$ cat src/pkg/e1_sig_pkg.sv
// constants and carrier types for the e1 signaling and channel monitor block
package e1_sig_pkg;
    localparam logic [7:0] ADDR_ERR_HI = 8'h06;
    localparam logic [7:0] ADDR_ERR_LO = 8'h07;
    localparam logic [7:0] ADDR_TX_SEL = 8'h14;
    localparam logic [7:0] ADDR_RX_SEL = 8'h15;
    localparam logic [7:0] ADDR_TX_SNAP = 8'h22;
    localparam logic [7:0] ADDR_RX_SNAP = 8'h2a;
    localparam logic [7:0] ADDR_SIG_FIRST = 8'h30;
    localparam logic [7:0] ADDR_SIG_LAST = 8'h3f;
    localparam int SEL_MSB = 4;
    localparam int SEL_LSB = 0;
    localparam logic [4:0] SIG_SLOT = 5'h10;
    localparam logic [2:0] LAST_BIT = 3'h7;
    localparam logic [7:0] SEL_RESET = 8'h00;
    localparam logic [7:0] BYTE_RESET = 8'h00;
    localparam logic [15:0] COUNT_RESET = 16'h0000;
    localparam logic [15:0] COUNT_MAX = 16'hffff;
    localparam int CLK_MHZ = 125;
    localparam int ONE_SEC_S = 1;
    localparam real FAST_INTERVAL_MS = 62.5;
    localparam int ONE_SEC_CYC = ONE_SEC_S * 1000000 * CLK_MHZ;
    localparam int FAST_CYC = int'($floor(FAST_INTERVAL_MS * 1000.0 * CLK_MHZ));
    localparam int FIFO_W = 12;
    localparam int FIFO_D = 32;

    typedef struct packed {
        logic bit_en;
        logic data;
        logic [4:0] slot;
        logic [2:0] bitn;
        logic [3:0] frame;
        logic mf_start;
    } line_slot_type;

    typedef struct packed {
        logic fas_err;
        logic los;
        logic fas_search;
        logic mf_search;
    } rx_sync_type;

    typedef struct packed {
        logic rd;
        logic wr;
        logic [7:0] addr;
        logic [7:0] wdata;
    } host_req_type;

    typedef struct packed {
        logic valid;
        logic [7:0] data;
    } host_rsp_type;

    typedef struct packed {
        logic [3:0] idx;
        logic [7:0] data;
    } sig_write_type;
endpackage

$ cat src/hw/e1_sig_monitor.sv
// signaling buffers, alignment-word error counter and channel monitors
`timescale 1ns/1ps
`default_nettype none

module sig_fifo #(
    parameter int W = 12,
    parameter int D = 32
) (
    input wire logic clk,
    input wire logic nrst,
    input wire logic in_valid,
    input wire logic [W-1:0] in_data,
    output var logic in_ready,
    output var logic out_valid,
    output var logic [W-1:0] out_data,
    input wire logic out_ready
);
    localparam int AW = $clog2(D);
    localparam logic [AW:0] DEPTH_C = (AW+1)'(D);
    logic [W-1:0] mem [D];
    logic [AW-1:0] wptr_q, rptr_q;
    logic [AW:0] cnt_q, cnt_d;
    logic push, pop;

    assign out_valid = cnt_q != '0;
    assign out_data = mem[rptr_q];
    assign push = in_valid && in_ready;
    assign pop = out_valid && out_ready;

    always_comb begin
        cnt_d = cnt_q;
        if (push && !pop) begin
            cnt_d = cnt_q + 1'b1;
        end else if (pop && !push) begin
            cnt_d = cnt_q - 1'b1;
        end
    end

    always_ff @(posedge clk) begin
        if (push) begin
            mem[wptr_q] <= in_data;
        end
    end

    always_ff @(posedge clk or negedge nrst) begin
        if (!nrst) begin
            wptr_q <= '0;
            rptr_q <= '0;
            cnt_q <= '0;
            in_ready <= 1'b0;
        end else begin
            wptr_q <= push ? AW'(wptr_q + 1'b1) : wptr_q;
            rptr_q <= pop ? AW'(rptr_q + 1'b1) : rptr_q;
            cnt_q <= cnt_d;
            in_ready <= cnt_d < DEPTH_C;
        end
    end
endmodule

module e1_sig_monitor
    import e1_sig_pkg::*;
#(
    parameter int SEC_CYC = ONE_SEC_CYC,
    parameter int FAST_INT_CYC = FAST_CYC
) (
    input wire logic clk,
    input wire logic nrst,
    input wire e1_sig_pkg::host_req_type host_req,
    output var e1_sig_pkg::host_rsp_type host_rsp,
    output var logic host_ready,
    input wire e1_sig_pkg::line_slot_type rx_line,
    input wire e1_sig_pkg::rx_sync_type rx_sync,
    input wire e1_sig_pkg::line_slot_type tx_line,
    output var e1_sig_pkg::line_slot_type tx_out,
    input wire logic sig_insert_en,
    input wire logic sig_readback,
    input wire logic fast_interval,
    input wire logic rx_sig_new_clr,
    input wire logic tx_mf_clr,
    output var logic rx_sig_new,
    output var logic tx_mf_flag
);
    import e1_sig_pkg::*;

    function automatic logic is_sig(input logic [7:0] a);
        return a >= ADDR_SIG_FIRST && a <= ADDR_SIG_LAST;
    endfunction

    function automatic logic [3:0] sig_index(input logic [7:0] a);
        return a[3:0];
    endfunction

    logic [15:0] err_run_q, err_vis_q;
    logic [31:0] tmr_q;
    logic tick, err_ok;
    logic [7:0] tx_sel_q, rx_sel_q;
    logic [15:0][7:0] rx_stage_q, rx_buf_q, tx_buf_q, tx_shift_q;
    logic [6:0] rx_shift_q;
    logic [1:0][7:0] snap_q;
    logic [1:0][6:0] mon_shift_q;
    line_slot_type mon_src [2];
    logic [4:0] mon_sel [2];
    logic fifo_out_valid, fifo_out_ready, fifo_in_valid;
    sig_write_type fifo_in, fifo_out;
    logic [7:0] rd_data;

    // interval timer for latching the visible count; at or past the limit it restarts,
    // so switching to the short interval mid-count cannot leave it running to wrap
    assign tick = tmr_q >= (fast_interval ? 32'(FAST_INT_CYC - 1) : 32'(SEC_CYC - 1));

    always_ff @(posedge clk or negedge nrst) begin
        if (!nrst) begin
            tmr_q <= '0;
        end else begin
            tmr_q <= tick ? '0 : tmr_q + 32'h1;
        end
    end

    // alignment-word error counter
    assign err_ok = rx_sync.fas_err && !rx_sync.los && !rx_sync.fas_search && !rx_sync.mf_search;

    always_ff @(posedge clk or negedge nrst) begin
        if (!nrst) begin
            err_run_q <= COUNT_RESET;
            err_vis_q <= COUNT_RESET;
        end else if (tick) begin
            err_vis_q <= err_run_q;
            err_run_q <= {15'h0, err_ok};
        end else if (err_ok && err_run_q != COUNT_MAX) begin
            err_run_q <= err_run_q + 16'h1;
        end
    end

    // receive signaling capture
    always_ff @(posedge clk or negedge nrst) begin
        if (!nrst) begin
            rx_shift_q <= '0;
            rx_stage_q <= '0;
            rx_buf_q <= '0;
        end else begin
            if (rx_line.bit_en && rx_line.slot == SIG_SLOT) begin
                if (rx_line.bitn == LAST_BIT) begin
                    rx_stage_q[rx_line.frame] <= {rx_shift_q, rx_line.data};
                end else begin
                    rx_shift_q <= {rx_shift_q[5:0], rx_line.data};
                end
            end
            if (rx_line.mf_start) begin
                rx_buf_q <= rx_stage_q;
            end
        end
    end

    always_ff @(posedge clk or negedge nrst) begin
        if (!nrst) begin
            rx_sig_new <= 1'b0;
            tx_mf_flag <= 1'b0;
        end else begin
            rx_sig_new <= rx_line.mf_start || (rx_sig_new && !rx_sig_new_clr);
            tx_mf_flag <= tx_line.mf_start || (tx_mf_flag && !tx_mf_clr);
        end
    end

    // host signaling writes queue here; draining pauses on the load cycle
    assign fifo_in_valid = host_req.wr && is_sig(host_req.addr);
    assign fifo_in.idx = sig_index(host_req.addr);
    assign fifo_in.data = host_req.wdata;
    assign fifo_out_ready = !tx_line.mf_start;

    sig_fifo #(
        .W(FIFO_W),
        .D(FIFO_D)
    ) u_fifo (
        .clk(clk),
        .nrst(nrst),
        .in_valid(fifo_in_valid),
        .in_data(fifo_in),
        .in_ready(host_ready),
        .out_valid(fifo_out_valid),
        .out_data(fifo_out),
        .out_ready(fifo_out_ready)
    );

    // transmit buffer, shifter and insertion
    always_ff @(posedge clk or negedge nrst) begin
        if (!nrst) begin
            tx_buf_q <= '0;
            tx_shift_q <= '0;
        end else begin
            if (fifo_out_valid && fifo_out_ready) begin
                tx_buf_q[fifo_out.idx] <= fifo_out.data;
            end
            if (tx_line.mf_start) begin
                tx_shift_q <= tx_buf_q;
            end
        end
    end

    always_ff @(posedge clk or negedge nrst) begin
        if (!nrst) begin
            tx_out <= '0;
        end else begin
            tx_out <= tx_line;
            if (sig_insert_en && tx_line.slot == SIG_SLOT) begin
                tx_out.data <= tx_shift_q[tx_line.frame][LAST_BIT - tx_line.bitn];
            end
        end
    end

    // channel selects
    always_ff @(posedge clk or negedge nrst) begin
        if (!nrst) begin
            tx_sel_q <= SEL_RESET;
            rx_sel_q <= SEL_RESET;
        end else if (host_req.wr) begin
            if (host_req.addr == ADDR_TX_SEL) begin
                tx_sel_q <= host_req.wdata;
            end
            if (host_req.addr == ADDR_RX_SEL) begin
                rx_sel_q <= host_req.wdata;
            end
        end
    end

    // channel monitors, one per direction
    assign mon_src[0] = tx_out;
    assign mon_src[1] = rx_line;
    assign mon_sel[0] = tx_sel_q[SEL_MSB:SEL_LSB];
    assign mon_sel[1] = rx_sel_q[SEL_MSB:SEL_LSB];

    for (genvar i = 0; i < 2; i++) begin : g_mon
        always_ff @(posedge clk or negedge nrst) begin
            if (!nrst) begin
                mon_shift_q[i] <= '0;
                snap_q[i] <= BYTE_RESET;
            end else if (mon_src[i].bit_en && mon_src[i].slot == mon_sel[i]) begin
                if (mon_src[i].bitn == LAST_BIT) begin
                    snap_q[i] <= {mon_shift_q[i], mon_src[i].data};
                end else begin
                    mon_shift_q[i] <= {mon_shift_q[i][5:0], mon_src[i].data};
                end
            end
        end
    end

    // register reads
    always_comb begin
        rd_data = BYTE_RESET;
        if (is_sig(host_req.addr)) begin
            if (sig_readback) begin
                rd_data = tx_buf_q[sig_index(host_req.addr)];
            end else begin
                rd_data = rx_buf_q[sig_index(host_req.addr)];
            end
        end else begin
            case (host_req.addr)
                ADDR_ERR_HI: rd_data = err_vis_q[15:8];
                ADDR_ERR_LO: rd_data = err_vis_q[7:0];
                ADDR_TX_SEL: rd_data = tx_sel_q;
                ADDR_RX_SEL: rd_data = rx_sel_q;
                ADDR_TX_SNAP: rd_data = snap_q[0];
                ADDR_RX_SNAP: rd_data = snap_q[1];
                default: rd_data = BYTE_RESET;
            endcase
        end
    end

    always_ff @(posedge clk or negedge nrst) begin
        if (!nrst) begin
            host_rsp <= '0;
        end else begin
            host_rsp.valid <= host_req.rd;
            host_rsp.data <= host_req.rd ? rd_data : host_rsp.data;
        end
    end
endmodule

`default_nettype wire

$ cat config.mk
export PLATFORM = sky130hd
export DESIGN_NAME = e1_sig_monitor
export DESIGN_NICKNAME = d
export VERILOG_FILES = /design/src/pkg/e1_sig_pkg.sv /design/src/hw/e1_sig_monitor.sv
export SDC_FILE = /design/constraint.sdc
export NUM_CORES = 1
export LEC_CHECK = 0
export ABC_AREA = 1
export BUFFER_PORTS_ARGS = -buffer_cell sky130_fd_sc_hd__buf_2
export CORE_MARGIN = 2
export CORE_UTILIZATION = 57
export DETAILED_ROUTE_END_ITERATION = 8
export GPL_TIMING_DRIVEN = 1
export PLACE_DENSITY_LB_ADDON = 0.25
export RECOVER_POWER = 50
export SLEW_MARGIN = 30
export SYNTH_ARGS = -nofsm -noshare
export SYNTH_HDL_FRONTEND = slang
export SYNTH_SLANG_ARGS = --single-unit
$ cat constraint.sdc
create_clock -name clk -period 3.6 [get_ports clk]
set_input_delay 0.18 -clock clk [delete_from_list [all_inputs] [get_ports clk]]
set_output_delay 0.18 -clock clk [all_outputs]
set_load 0.01 [all_outputs]
==> impl_metrics.env <==
export IMPL_outcome="complete, but fails checks"
export IMPL_violations="capacitance limit, slew limit"
export IMPL_die_height_um=287
export IMPL_clock_sinks=1056
export IMPL_coreArea_mm2=0.0793
export IMPL_hold_path_depth=5
export IMPL_worst_pin_slew_ns=2.78
export IMPL_grt_pass1_vias=33427
export IMPL_startpoint_type="input port"
export IMPL_rr_startpoint="u_fifo.rptr_q[0]$_DFFE_PN0P_"
export IMPL_design_area_mm2=0.0509
export IMPL_worstSetupPathType="in -> reg"
export IMPL_ctsResizeCount=0
export IMPL_dr_total_vias=35072
export IMPL_wl_per_cell_um=20.0
export IMPL_r2r_slack_ns=0.52
export IMPL_fin_crit_sh_pct=91.2
export IMPL_synth_area_leaders="dfrtp_1 37%, edfxtp_1 25%, nand2_1 11%, o21ai_0 6.4%, nand3_1 3.6%"
export IMPL_globalplace_congestion=0.906
export IMPL_ys_flop_type="dfrtp_1"
export IMPL_die_w_um=287
export IMPL_std_cell_rows=103
export IMPL_synthCells=4846
export IMPL_pin_count=86
export IMPL_drive_above_1_share_pct=8.36
export IMPL_drc=0
export IMPL_area_growth_pct=11.2
export IMPL_use_met1_pct=43.3
export IMPL_placed_area_mm2=0.0474
export IMPL_hold_path_end="err_run_q[1]$_DFFE_PN0P_"
export IMPL_num_fill_cells=6447
export IMPL_final_hold_viol_count=0
export IMPL_path_max_fanout=35
export IMPL_grt_util_met3_pct=4.33
export IMPL_min_from="rx_sync[1]"
export IMPL_relSlewSlack_pct=-85.2
export IMPL_p_leak_nw=21.7
export IMPL_setup_tns_final_ns=0
export IMPL_fin_nets=5009
export IMPL_drtPass1Iterations=6
export IMPL_clockBufferDepth=3
export IMPL_cts_htree_levels=3
export IMPL_yosysSeqAreaShare_pct=62.0
export IMPL_rsz0062_at_grt="false"
export IMPL_antenna_left=0
export IMPL_yosysTopAreaCell="dfrtp_1"
export IMPL_dp_hpwl_mm=75.6
export IMPL_grt_first_pass_wirelength_mm=191
export IMPL_maxCapViolations=13
export IMPL_cp_end_kind="flop"
export IMPL_antenna_found_initial=3
export IMPL_synthArstFlopShare_pct=63.6
export IMPL_cts_root_buf="clkbuf_16"
export IMPL_post_cts_buffers=0
export IMPL_skew_ns=0.0260
export IMPL_port_buffers=85
export IMPL_yosysTopAreaCellShare_pct=36.8
export IMPL_yosysUniqueCellTypes=49
export IMPL_synth_enable_flop_cells=384
export IMPL_min_period_ns=3.28
export IMPL_reg2reg_depth=13
export IMPL_cts_hold_buf=24
export IMPL_clock_latency_ns=0.69
export IMPL_synth_most_common_cell="nand2_1"
export IMPL_met2_usage_pct=45.8
export IMPL_reg2reg_to="tx_buf_q[102]$_DFFE_PN0P_"
export IMPL_grt_max_degree=129
export IMPL_setup_viol=0
export IMPL_power_density_mw_per_mm2=691
export IMPL_start_util_pct=57.7
export IMPL_cts_clk_slew_worst_paths_ns=0.06
export IMPL_post_synth_most_frequent_cells="1365 x nand2_1, 672 x dfrtp_1, 584 x o21ai_0"
export IMPL_maxSlewViolCount=500
export IMPL_cts_tree="yes"
export IMPL_viasPerCell=5.78
export IMPL_ys_seq_elements=1056
export IMPL_grt_busiest_layer="met2"
export IMPL_drt_iter0_drc=4050
export IMPL_critical_path_required_ns=4.17
export IMPL_critPathArrivalTime_ns=3.85
export IMPL_grt_overflow=0
export IMPL_netlist_area_mm2=0.0457
export IMPL_avgSynthCellArea_um2=9.44
export IMPL_grt_use_total_pct=29.7
export IMPL_cts_made_buffers=106
export IMPL_wirelength_mm=121
export IMPL_die_area_mm2=0.0825
export IMPL_ys_warn_count=0
export IMPL_fmax_mhz=304
export IMPL_ir_worst_vdd_uv=549
export IMPL_hp_class="in -> reg"
routing by layer:
layer,vias up,wire length (um),part of all wire (%)
li1,16295,-,-
met1,17117,52500,43
met4,2,4050,3.3
met2,1422,55400,46
met5,-,14,0.012
met3,236,9530,7.8
report_power, final:
group	total, mW	internal [mW]	leakage [nW]	switching, mW
Sequential	14.7	13.7	12.5	0.963
Clock	10.6	5.91	1.64	4.64
Combinational	9.92	2.65	7.63	7.27
Total	35.1	22.3	21.7	12.9
per-stage QoR:
stage	std cells	power (mW)	setup WS [ns]	hold slack, ns	util [%]
3_3_place_gp	5844	24.3	0.732	0.265	59.8
4_1_cts	6060	35.1	0.589	0.000714	64.3
3_5_place_dp	5844	24.6	0.648	0.271	59.8
5_1_grt	6062	36.8	0.203	0.0588	64.2
2_1_floorplan	4849	21.4	0.731	-0.116	-
6_report	6063	35.1	0.315	0.0400	64.2
how the worst max path moves through the flow:
stage | cells past startpoint | to | slack (ns) | start
after floorplan | 7 | u_fifo.mem[31][0]$_DFFE_PP_ | 0.73 | host_req[14]
after global placement | 12 | tx_buf_q[120]$_DFFE_PN0P_ | 0.73 | u_fifo.rptr_q[0]$_DFFE_PN0P_
after detailed placement | 13 | tx_buf_q[100]$_DFFE_PN0P_ | 0.65 | u_fifo.rptr_q[0]$_DFFE_PN0P_
after CTS | 13 | tx_buf_q[102]$_DFFE_PN0P_ | 0.59 | u_fifo.rptr_q[0]$_DFFE_PN0P_
after global routing | 13 | host_rsp[3]$_DFFE_PN0P_ | 0.20 | host_req[8]
final | 12 | tx_out[13]$_DFF_PN0_ | 0.32 | tx_line[2]
kinds of logic (layout without fill, tap and decap cells):
kind of cell    count (synthesis)  in the layout  synth area share, %
simple gates                 2267           2267                 20.8
flops                        1056           1056                 62.0
compound gates                847            847                 10.0
buf+inv                       600            761                 5.46
xor+xnor                       39             39                0.747
fa+ha+maj                      24             24                0.656
mux                            12             12                0.295
other cells                     1              7              0.00820
layout by cell type (no fill, tap or decap), types with 6 or more instances in the layout:
master | netlist | layout
a21oi_1 | 71 | 71
a22oi_1 | 54 | 54
buf_12 | 0 | 14
buf_2 | 28 | 60
buf_4 | 26 | 92
clkbuf_1 | 173 | 58
clkbuf_16 | 0 | 106
clkbuf_2 | 0 | 6
clkbuf_8 | 0 | 14
clkinv_1 | 2 | 17
clkinv_2 | 0 | 24
dfrtp_1 | 672 | 670
dlygate4sd3_1 | 0 | 24
edfxtp_1 | 384 | 384
ha_1 | 24 | 24
inv_1 | 319 | 318
inv_2 | 15 | 14
mux2_2 | 12 | 12
nand2_1 | 1365 | 1362
nand2_2 | 12 | 15
nand3_1 | 329 | 329
nand3_2 | 8 | 8
nand4_1 | 73 | 73
nor2_1 | 396 | 393
nor3_1 | 28 | 28
nor3b_1 | 8 | 8
nor4_1 | 8 | 7
o211ai_1 | 35 | 35
o21ai_0 | 584 | 584
o21ai_1 | 7 | 7
o22ai_1 | 88 | 88
or2_2 | 17 | 17
xnor2_1 | 10 | 10
xor2_1 | 29 | 29
critical path, cell delays in order:
cell           delay (ns)
buf_2                0.09
clkbuf_1             1.69
nand3_1              0.43
nand3_1              0.22
nand3_1              0.21
nand3_1              0.16
nand2_1              0.06
nand2_1              0.06
nand3b_1             0.07
nand3_1              0.07
nand2_1              0.04
dlygate4sd3_1        0.55
cell type report:
cell class / instances / area, um2 / share of cell area, %
flip-flops and latches: 1056 / 28400 / 55.7
multi-input cells: 3193 / 14900 / 29.4
clock buffers: 145 / 2940 / 5.78
repair buffers: 230 / 1680 / 3.30
well taps: 1050 / 1310 / 2.58
inverters: 339 / 1280 / 2.53
clock inverters: 47 / 358 / 0.704
diodes: 3 / 7.51 / 0.0148
flip-flops by register name (all words and copies together) (netlist names), 16 cells and up:
register,count
err_vis_q,16
rx_buf_q,128
tx_shift_q,128
tx_buf_q,128
rx_stage_q,128
tmr_q,32
u_fifo.mem,384
err_run_q,16
snap_q,16
Note: power is estimated with default switching activity, not from simulation.
